<file path="src/inc/tcd_pkg.sv">
// Purpose: Shared constants and types of the two-channel cycle-steal transfer controller.
// Assumes: 20-bit memory addresses, 16-bit memory data, word-indexed register port.
// Notes: Region bounds and register offsets are constants so the map can move in one place.
package tcd_pkg;
    localparam int AW = 20;
    localparam int DW = 16;
    localparam int CW = 16;
    localparam int RW = 32;
    localparam int NPER = 8;
    // Register indices on the plain register port.
    localparam logic [4:0] OFS_CTRL = 5'h00;
    localparam logic [4:0] OFS_SEL = 5'h01;
    localparam logic [4:0] OFS_SRC = 5'h02;
    localparam logic [4:0] OFS_DST = 5'h03;
    localparam logic [4:0] OFS_RELOAD = 5'h04;
    localparam logic [4:0] OFS_COUNT = 5'h05;
    localparam logic [4:0] OFS_FWD = 5'h06;
    localparam logic [4:0] OFS_SWREQ = 5'h07;
    localparam logic [4:0] CH_STRIDE = 5'h08;
    localparam logic [4:0] OFS_WAIT = 5'h10;
    // Control register fields.
    localparam int CB_EN = 0;
    localparam int CB_UNIT8 = 1;
    localparam int CB_REP = 2;
    localparam int CB_SFWD = 3;
    localparam int CB_DFWD = 4;
    localparam int CB_REQ = 5;
    // Request source selection codes.
    localparam logic [4:0] SEL_SW = 5'h00;
    localparam logic [4:0] SEL_EXT_FALL = 5'h01;
    localparam logic [4:0] SEL_EXT_BOTH = 5'h02;
    localparam logic [4:0] SEL_PER0 = 5'h03;
    // Address regions that cost a wait cycle.
    localparam logic [AW-1:0] SFR_LO = 20'h00000;
    localparam logic [AW-1:0] SFR_HI = 20'h003ff;
    localparam logic [AW-1:0] OSD_LO = 20'h00600;
    localparam logic [AW-1:0] OSD_HI = 20'h007ff;
    // Cycle coefficients and bus cycle counts.
    localparam logic [1:0] COEF_NOWAIT = 2'h1;
    localparam logic [1:0] COEF_WAIT = 2'h2;
    localparam logic [1:0] COEF_SFR = 2'h2;
    localparam logic [1:0] N_SINGLE = 2'h1;
    localparam logic [1:0] N_SPLIT = 2'h2;
    localparam logic [CW-1:0] CNT_ZERO = 16'h0000;
    localparam logic [AW-1:0] STEP8 = 20'h00001;
    localparam logic [AW-1:0] STEP16 = 20'h00002;
    typedef enum logic [1:0] {ST_IDLE, ST_READ, ST_WRITE, ST_GAP} tcd_state_t;
endpackage : tcd_pkg

</file>
<file path="src/rtl/tcd_dma.sv">
// Purpose: Two-channel cycle-steal transfer controller sharing the on-chip bus with the CPU.
// Assumes: Peripheral request pulses are on core_clk; external request pins are asynchronous.
// Notes: Each request moves one unit, then the CPU gets one bus access before the next unit.
// Overview of operation
// - Unit cost is reads times j plus writes times k.
// - Odd 16-bit source takes two reads; odd destination two writes.
// - Coefficient 1 plain memory, 2 waited or SFR/OSD.
// - Any even/odd source and destination mix accepted.
// - Enable write loads forward pointer at first transfer.
// - First transfer also loads counter from reload.
// - Rewriting enable restarts channel from initial state.
// - Request bit sets regardless of enable bit.
// - Request bit clears just before transfer starts.
// - Software writes 0 clear request; 1 ignored.
// - Source is peripheral, software trigger or pin.
// - Peripheral request sets with its interrupt flag.
// - Pin request follows the selected pin edge.
// - Simultaneous requests set both; channel zero first.
// - CPU gets one access between channel transfers.
// - Single mode underflow clears enable bit.
// - Repeat mode underflow reloads counter, stays active.
// - Forward increment never on both source and destination.
`timescale 1ns/100ps
module tcd_dma (
    input wire logic core_clk,
    input wire logic resetn,
    input wire logic [4:0] reg_addr,
    input wire logic [tcd_pkg::RW-1:0] reg_wdata,
    input wire logic reg_wr,
    input wire logic reg_rd,
    output logic [tcd_pkg::RW-1:0] reg_rdata,
    input wire logic [tcd_pkg::NPER-1:0] periph_req,
    input wire logic [1:0] external_request_pin,
    input wire logic cpu_access_done,
    output logic mbus_own,
    output logic mbus_rd,
    output logic mbus_wr,
    output logic mbus_byte,
    output logic [tcd_pkg::AW-1:0] mbus_addr,
    output logic [tcd_pkg::DW-1:0] mbus_wdata,
    input wire logic [tcd_pkg::DW-1:0] mbus_rdata
);
    import tcd_pkg::*;

    typedef struct packed {
        tcd_state_t st;
        logic [1:0] en;
        logic [1:0] unit8;
        logic [1:0] rep;
        logic [1:0] sfwd;
        logic [1:0] dfwd;
        logic [1:0] req;
        logic [1:0] fresh;
        logic [1:0][4:0] sel;
        logic [1:0][AW-1:0] src;
        logic [1:0][AW-1:0] dst;
        logic [1:0][AW-1:0] fwd;
        logic [1:0][CW-1:0] reload;
        logic [1:0][CW-1:0] count;
        logic wait_en;
        logic [1:0] pin_s1;
        logic [1:0] pin_s2;
        logic [1:0] pin_d;
        logic ch;
        logic phase;
        logic [1:0] tick;
        logic [AW-1:0] raddr;
        logic [AW-1:0] waddr;
        logic [DW-1:0] data;
        logic own;
        logic mrd;
        logic mwr;
        logic mbyte;
        logic [AW-1:0] maddr;
        logic [DW-1:0] mwdata;
        logic [RW-1:0] rdata;
    } tcd_state_s_t;

    tcd_state_s_t s;
    tcd_state_s_t next_s;
    logic [1:0] ev;
    logic last;
    logic fin;

    // Cost of one bus cycle at an address.
    function automatic logic [1:0] coef(input logic [AW-1:0] a, input logic w);
        if ((a >= SFR_LO && a <= SFR_HI) || (a >= OSD_LO && a <= OSD_HI)) begin
            coef = COEF_SFR;
        end else begin
            coef = w ? COEF_WAIT : COEF_NOWAIT;
        end
    endfunction : coef

    // Number of bus cycles for one side of a unit.
    function automatic logic [1:0] ncyc(input logic u8, input logic a0);
        ncyc = (!u8 && a0) ? N_SPLIT : N_SINGLE;
    endfunction : ncyc

    function automatic logic [4:0] ch_ofs(input logic c, input logic [4:0] o);
        ch_ofs = c ? 5'(CH_STRIDE + o) : o;
    endfunction : ch_ofs

    always_comb begin
        logic c;
        logic [DW-1:0] d;
        logic [AW-1:0] fp;
        c = 1'b0;
        d = '0;
        fp = '0;
        next_s = s;
        next_s.rdata = '0;
        // Two flops tame the asynchronous pins; edges are taken only after them.
        next_s.pin_s1 = external_request_pin;
        next_s.pin_s2 = s.pin_s1;
        next_s.pin_d = s.pin_s2;
        last = s.tick == 2'(coef(s.maddr, s.wait_en) - 2'h1);
        fin = 1'b0;
        for (int i = 0; i < 2; i++) begin
            case (s.sel[i])
                SEL_SW: ev[i] = reg_wr && reg_addr == ch_ofs(1'(i), OFS_SWREQ) && reg_wdata[0];
                SEL_EXT_FALL: ev[i] = s.pin_d[i] && !s.pin_s2[i];
                SEL_EXT_BOTH: ev[i] = s.pin_d[i] != s.pin_s2[i];
                default: begin
                    ev[i] = (s.sel[i] >= SEL_PER0) && (s.sel[i] < 5'(SEL_PER0 + NPER))
                        && periph_req[3'(s.sel[i] - SEL_PER0)];
                end
            endcase
            if (reg_rd) begin
                if (reg_addr == ch_ofs(1'(i), OFS_CTRL)) begin
                    next_s.rdata = RW'({s.req[i], s.dfwd[i], s.sfwd[i], s.rep[i], s.unit8[i], s.en[i]});
                end
                if (reg_addr == ch_ofs(1'(i), OFS_SEL)) next_s.rdata = RW'(s.sel[i]);
                if (reg_addr == ch_ofs(1'(i), OFS_SRC)) next_s.rdata = RW'(s.src[i]);
                if (reg_addr == ch_ofs(1'(i), OFS_DST)) next_s.rdata = RW'(s.dst[i]);
                if (reg_addr == ch_ofs(1'(i), OFS_RELOAD)) next_s.rdata = RW'(s.reload[i]);
                if (reg_addr == ch_ofs(1'(i), OFS_COUNT)) next_s.rdata = RW'(s.count[i]);
                if (reg_addr == ch_ofs(1'(i), OFS_FWD)) next_s.rdata = RW'(s.fwd[i]);
            end
            if (reg_wr) begin
                if (reg_addr == ch_ofs(1'(i), OFS_CTRL)) begin
                    next_s.en[i] = reg_wdata[CB_EN];
                    next_s.fresh[i] = reg_wdata[CB_EN];
                    next_s.unit8[i] = reg_wdata[CB_UNIT8];
                    next_s.rep[i] = reg_wdata[CB_REP];
                    next_s.sfwd[i] = reg_wdata[CB_SFWD];
                    next_s.dfwd[i] = reg_wdata[CB_DFWD] && !reg_wdata[CB_SFWD];
                    if (!reg_wdata[CB_REQ]) next_s.req[i] = 1'b0;
                end
                if (reg_addr == ch_ofs(1'(i), OFS_SEL)) next_s.sel[i] = reg_wdata[4:0];
                if (reg_addr == ch_ofs(1'(i), OFS_SRC)) next_s.src[i] = reg_wdata[AW-1:0];
                if (reg_addr == ch_ofs(1'(i), OFS_DST)) next_s.dst[i] = reg_wdata[AW-1:0];
                if (reg_addr == ch_ofs(1'(i), OFS_RELOAD)) next_s.reload[i] = reg_wdata[CW-1:0];
            end
        end
        if (reg_rd && reg_addr == OFS_WAIT) next_s.rdata = RW'(s.wait_en);
        if (reg_wr && reg_addr == OFS_WAIT) next_s.wait_en = reg_wdata[0];
        case (s.st)
            ST_IDLE: begin
                if ((s.req[0] && s.en[0]) || (s.req[1] && s.en[1])) begin
                    c = !(s.req[0] && s.en[0]);
                    next_s.ch = c;
                    next_s.req[c] = 1'b0;
                    fp = s.fwd[c];
                    if (s.fresh[c]) begin
                        fp = s.sfwd[c] ? s.src[c] : s.dst[c];
                        next_s.fwd[c] = fp;
                        next_s.count[c] = s.reload[c];
                        // An enable rewrite in this same cycle asks for another reload at the next start.
                        if (!(reg_wr && reg_addr == ch_ofs(c, OFS_CTRL))) next_s.fresh[c] = 1'b0;
                    end
                    next_s.raddr = s.sfwd[c] ? fp : s.src[c];
                    next_s.waddr = s.dfwd[c] ? fp : s.dst[c];
                    next_s.st = ST_READ;
                    next_s.own = 1'b1;
                    next_s.mrd = 1'b1;
                    next_s.maddr = next_s.raddr;
                    next_s.mbyte = s.unit8[c] || next_s.raddr[0];
                    next_s.phase = 1'b0;
                    next_s.tick = 2'h0;
                end
            end
            ST_READ: begin
                next_s.tick = 2'(s.tick + 2'h1);
                if (last) begin
                    next_s.tick = 2'h0;
                    if (ncyc(s.unit8[s.ch], s.raddr[0]) == N_SPLIT && !s.phase) begin
                        next_s.data[7:0] = mbus_rdata[7:0];
                        next_s.phase = 1'b1;
                        next_s.maddr = 20'(s.raddr + STEP8);
                    end else begin
                        if (s.phase) d = {mbus_rdata[7:0], s.data[7:0]};
                        else if (s.unit8[s.ch]) d = {8'h00, mbus_rdata[7:0]};
                        else d = mbus_rdata;
                        next_s.data = d;
                        next_s.st = ST_WRITE;
                        next_s.phase = 1'b0;
                        next_s.mrd = 1'b0;
                        next_s.mwr = 1'b1;
                        next_s.maddr = s.waddr;
                        next_s.mbyte = s.unit8[s.ch] || s.waddr[0];
                        next_s.mwdata = next_s.mbyte ? {8'h00, d[7:0]} : d;
                    end
                end
            end
            ST_WRITE: begin
                next_s.tick = 2'(s.tick + 2'h1);
                if (last) begin
                    next_s.tick = 2'h0;
                    if (ncyc(s.unit8[s.ch], s.waddr[0]) == N_SPLIT && !s.phase) begin
                        next_s.phase = 1'b1;
                        next_s.maddr = 20'(s.waddr + STEP8);
                        next_s.mwdata = {8'h00, s.data[15:8]};
                    end else begin
                        fin = 1'b1;
                        next_s.st = ST_GAP;
                        next_s.own = 1'b0;
                        next_s.mwr = 1'b0;
                        // A restart written during the last write cycle wins over the count update.
                        if (!next_s.fresh[s.ch]) begin
                            next_s.fwd[s.ch] = 20'(s.fwd[s.ch] + (s.unit8[s.ch] ? STEP8 : STEP16));
                            next_s.count[s.ch] = 16'(s.count[s.ch] - 16'h0001);
                            if (s.count[s.ch] == CNT_ZERO) begin
                                if (s.rep[s.ch]) next_s.count[s.ch] = s.reload[s.ch];
                                else next_s.en[s.ch] = 1'b0;
                            end
                        end
                    end
                end
            end
            // Stay off the bus until the CPU has made its one access.
            ST_GAP: begin
                if (cpu_access_done) next_s.st = ST_IDLE;
            end
            default: next_s.st = ST_IDLE;
        endcase
        // A new request wins over any clear in the same cycle.
        next_s.req = next_s.req | ev;
    end

    always_ff @(posedge core_clk or negedge resetn) begin
        if (!resetn) begin
            s <= '0;
        end else begin
            s <= next_s;
        end
    end

    assign reg_rdata = s.rdata;
    assign mbus_own = s.own;
    assign mbus_rd = s.mrd;
    assign mbus_wr = s.mwr;
    assign mbus_byte = s.mbyte;
    assign mbus_addr = s.maddr;
    assign mbus_wdata = s.mwdata;
endmodule : tcd_dma

</file>
<file path="config.mk">
export PLATFORM = sky130hd
export DESIGN_NAME = tcd_dma
export DESIGN_NICKNAME = d
export VERILOG_FILES = /design/src/inc/tcd_pkg.sv /design/src/rtl/tcd_dma.sv
export SDC_FILE = /design/constraint.sdc
export NUM_CORES = 1
export LEC_CHECK = 0
export BUFFER_PORTS_ARGS = -buffer_cell sky130_fd_sc_hd__buf_2
export CAP_MARGIN = 0
export CORE_ASPECT_RATIO = 0.8
export CORE_MARGIN = 2
export CORE_UTILIZATION = 52
export DETAILED_ROUTE_END_ITERATION = 8
export GPL_ROUTABILITY_DRIVEN = 0
export PLACE_DENSITY = 0.81
export SLEW_MARGIN = 20
export SYNTH_ARGS = -nofsm -noshare
export SYNTH_HDL_FRONTEND = slang
export SYNTH_SLANG_ARGS = --single-unit
export TNS_END_PERCENT = 20
</file>
<file path="constraint.sdc">
create_clock -name core_clk -period 5 [get_ports core_clk]
set_input_delay 0.5 -clock core_clk [delete_from_list [all_inputs] [get_ports core_clk]]
set_output_delay 0.5 -clock core_clk [all_outputs]
set_load 0.03 [all_outputs]
</file>
### Word level (Yosys, flattened, before mapping)

Cells that the tools add are included.

| storage, ports and cells | value |
|---|---|
| register bits | 349 |
| latch bits | 0 |
| memory bits (writable) | 0 |
| memory bits (read-only) | 0 |
| input bits | 68 |
| output and inout port bits | 72 |
| word-level logic and storage cells | 322 |
| memories | 0 |

| operators by class | value |
|---|---|
| $add $sub $neg | 8 |
| multipliers | 0 |
| div/mod/pow operators | 0 |
| magnitude comparators | 14 |
| equal/unequal tests | 38 |
| shift-type cells | 0 |
| mux-type cells | 149 |
| bitwise logic cells | 7 |
| reduce and logical (&&, ||, !) cells | 64 |

Operator list:

| kind | number |
|---|---|
| $mux 32 | 22 |
| $mux 20 | 17 |
| $mux 40 | 5 |
| $mux 16 | 12 |
| $bwmux 32 | 3 |
| $bwmux 40 | 2 |
| $pmux 40 s2 | 1 |
| $mux 36 | 2 |
| $pmux 32 s2 | 1 |
| $pmux 20 s3 | 1 |
| $mux 43 | 1 |
| $add 20x1->20 const B | 2 |
| $demux 20 s1 | 2 |
| $eq 5x4->1 const B | 8 |
| $mux 39 | 1 |
| $mux 1 | 36 |
| $demux 16 s1 | 2 |
| $mux 2 | 16 |
| $pmux 16 s2 | 1 |
| $reduce_and 2->1 | 13 |
| $logic_and 1x1->1 | 24 |
| $mux 21 | 1 |
| $add 20x2->20 | 1 |
| $eq 5x2->1 const B | 4 |
| other kinds (47) | 102 |

### Depth between registers and ports, before layout

| logic depth | value |
|---|---|
| depth in word-level cells | 18 |
| mapped depth | 17 |

### Worst setup path before layout

Ideal clock, no wire load.

| path | value |
|---|---|
| path kind | reg2reg |
| start | register s[131] (netlist name) |
| end | register s[147] (netlist name) |
| setup time | 130 ps |
| data arrival time | 3,800 ps |
| required time | 4,870 ps |
| setup slack | 1,070 ps |
| stages on the path, launching flop included | 16 |
| clock period less this slack | 3,930 ps |
| cell sequence | dfrtp_1 > buf_4 > buf_6 > buf_6 > buf_2 > buf_2 > buf_2 > buf_1 > mux2i_1 > ha_1 > or4b_4 > a222oi_1 > nand2_1 > mux2_2 > o221ai_1 > a31oi_1 |

| on the way | value |
|---|---|
| cells in the longest elaborated chain, start to end | 12 |
| elaborated cells on any way between the ends | 33 |
| those cells by class | add/sub (1); order compare (2); eq/ne (3); mux (21); reduce/logical (6) |

RTL lines:

| element | line | RTL |
|---|---|---|
| start: declaration | tcd_dma.sv:79 | `tcd_state_s_t s;` |
| start signal: assignment | tcd_dma.sv:244 | `s <= next_s;` |
| parallel branches: the longest is 12 deep, another holds $sub 16x1->16 | n/a |  |

Parallel ways; which one is timed is not known. The select of a mux whose other input is x is not followed.
A chain may end at the register's enable or synchronous reset.

### Final worst setup path

| path | value |
|---|---|
| start | register s[131] (netlist name) |
| end | register s[166] (netlist name) |

Same word-level chain as after synthesis.

==> out/results.ini <==
[die]
pin_count=140
chipHeight_um=186
num_rows=66
core_area_um2=40700
dieArea_um2=43100
start_util_pct=52.9
die_x_um=231

[critical_path]
worstSetupStartpointType=register
worstSetupPathType=register to register
cp_max_fo=48
path_delay_family=compound AO/OA/AOI/OAI gates
crit_start=s[131]
r2r_end=s[166]
timing.critical_path.slowest_cell_delay_ps=950
r2r_cells=7
r2r_slack_ps=670
arrival_ps=4770
cp_num_buf_inv=1
r2r_start=s[131]
cp.required_ps=5430
cpMaxStageDelayCell=a222oi_1
cp_cell_sequence=buf_4 -> or3b_1 -> a222oi_1 -> nand3_1 -> mux2_2 -> o221ai_1 -> a31oi_1
crit_path_end_kind=register

[timing]
post-route-period-util_pct=86.6
maxSlewViolCount=0
finalSetupTns_ps=0
hold_viol=0
slew_headroom_pct=20.5
max_freq_mhz=231
fin_crit_ps=4330
worst_pin_slew_ps=1190
rsz0062_at_grt=false
setup-violations-final=0
clock_skew_ps=16.6

[grt]
grt_usage_pct=33.3
antenna_found_initial=2
grt_pass1_vias=19379
grt_start_max_net_pins=111
grt_pass1_wl_um=111000
grt_overflow=0

[routing]
firstDrtPassIters=6
drtIter0Drc=3425
drc=0
viasPerCell=6.98
routed_wl_um=72600
wl_per_cell_um=25.2
vias=20062
ant_nets=0

[synthesis]
avgSynthCellArea_um2=9.35
yosysWarnings=0
syn_area_um2=21500
ys.flop_type=dfrtp_1
synth_edf_count=0
yosysSeqAreaShare_pct=39.2
syn_inst=2302
async_flop_share_pct=100
ys_ff_latch=337
yosysUniqueCellTypes=96

[cts]
cts_buffers=38
max-clock-path-buffers=3
cts_tree=yes
cts.repair.resized=0
cts_sinks=337
h-tree-depth=2
insertion_delay_ps=560
cts_root_buf=clkbuf_16
ctsHoldBuffers=0
postCtsSetupBuffers=0
clk_pin_slew_ps=60

[run]
drv_cap=0

[cells_and_area]
final_common_cell=dfrtp_1
fin_cells=2874
regArea_um2=8440
drive_gt1_share_pct=20.9
diodes=0
layout.nets=2395
final_cell_mix=dfrtp_1, nand2_1, mux2_2
syn2layout_area_growth_pct=8.86
nFillCells=3400
multi_input_area_um2=11800

[pwr]
power_density_nw_per_um2=611
ir_drop_uv=354
leakage_nw=10.1

[place]
hpwl_um=51300
port_buffers=115
placed_cells=2810

[hold_path]
hp-class=input port to asynchronous set/reset pin

[status]
status=finished clean

==> sequential cells by signal, indices dropped and copies added (netlist names), named ones only <==
signal	flops
s	268
mbus_own	1
mbus_wr	1
mbus_byte	1
mbus_addr	20
next_s	4
mbus_rd	1
mbus_wdata	16
reg_rdata	20
==> worst max-delay path by stage <==
| stage | depth (start not counted) | slack (ps) | to |
|---|---|---|---|
| after global placement | 7 | 1250 | register |
| final | 7 | 670 | s[166] |
| after CTS | 7 | 970 | s[166] |
| after global routing | 7 | 560 | s[166] |
| after floorplan | 15 | 1070 | s[147] |
| after detailed placement | 7 | 990 | s[166] |
==> where the power goes <==
part	leakage (nW)	internal (W)	switching (W)
logic	5.20	0.00252	0.00429
clock network	0.601	0.00162	0.00118
registers	4.28	0.00358	0.00114
==> cell families (layout without fill, tap and decap cells) <==
family	after synthesis	count (layout)	synth area share (%)
buf+inv	272	289	6.21
other cells	1	12	0.0174
flops	337	337	39.2
xor+xnor	50	50	2.03
simple gates	672	672	15.0
compound gates	625	625	19.5
fa+ha+maj	21	21	1.26
mux	324	324	16.8
==> metrics by stage <==
step / area (um^2) / util [%] / setup WS (ps) / power (W) / hold WS, ps
after floorplan: 21600 / - / 1070 / 0.00922 / 204
after global placement: 22200 / 54.5 / 1250 / 0.0109 / 333
after detailed placement: 22200 / 54.5 / 994 / 0.0112 / 336
after CTS: 23400 / 57.5 / 968 / 0.0140 / 45.9
after global routing: 23400 / 57.6 / 563 / 0.0150 / 42.7
final: 23400 / 57.6 / 669 / 0.0143 / 5.00
==> layer usage <==
metal / vias to the layer above / part of all wire [%] / track usage, %
li1: 8490 / - / -
met2: 1647 / 42 / 48.7
met3: 337 / 14 / 9.68
met5: - / 0.011 / 0
met1: 9586 / 38 / 45.0
met4: 2 / 5.6 / 16.8
==> synth_stat cells (10+ instances only) <==
| library cell | number | area [um^2] |
|---|---|---|
| dfrtp_1 | 337 | 8430 |
| nand2_1 | 223 | 837 |
| mux2_2 | 203 | 2290 |
| nor2_1 | 175 | 657 |
| a21oi_1 | 136 | 681 |
| o21ai_0 | 124 | 621 |
| mux2i_1 | 107 | 1070 |
| clkbuf_1 | 105 | 394 |
| buf_4 | 71 | 533 |
| nand3_1 | 70 | 350 |
| a31oi_1 | 50 | 313 |
| inv_1 | 44 | 165 |
| o22ai_1 | 38 | 238 |
| and3_1 | 37 | 231 |
| xnor2_1 | 30 | 263 |
| o31ai_1 | 29 | 218 |
| buf_2 | 27 | 135 |
| a22oi_1 | 26 | 195 |
| nor3_1 | 25 | 125 |
| o211ai_1 | 22 | 165 |
| buf_1 | 21 | 78.8 |
| nand4_1 | 21 | 131 |
| ha_1 | 20 | 250 |
| xor2_1 | 20 | 175 |
| or3_1 | 18 | 113 |
| a211oi_1 | 17 | 128 |
| a221oi_1 | 17 | 149 |
| a22o_1 | 14 | 123 |
| nand2b_1 | 14 | 87.6 |
| nor4_1 | 14 | 87.6 |
| o2bb2ai_1 | 14 | 123 |
| a222oi_1 | 12 | 120 |
| a32oi_1 | 12 | 105 |
| a211o_1 | 11 | 96.3 |
| a2111oi_0 | 10 | 87.6 |
| and2_1 | 10 | 62.6 |
==> area by class of cell <==
| type | instances | share of cell area (%) |
|---|---|---|
| Multi-Input combinational cell | 1704 | 50.6 |
| Sequential cell | 337 | 36.0 |
| Clock buffer | 52 | 4.62 |
| Timing Repair Buffer | 179 | 4.60 |
| Tap cell | 544 | 2.90 |
| Inverter | 46 | 0.737 |
| Clock inverter | 12 | 0.577 |
(Power assumes the default switching activity.)
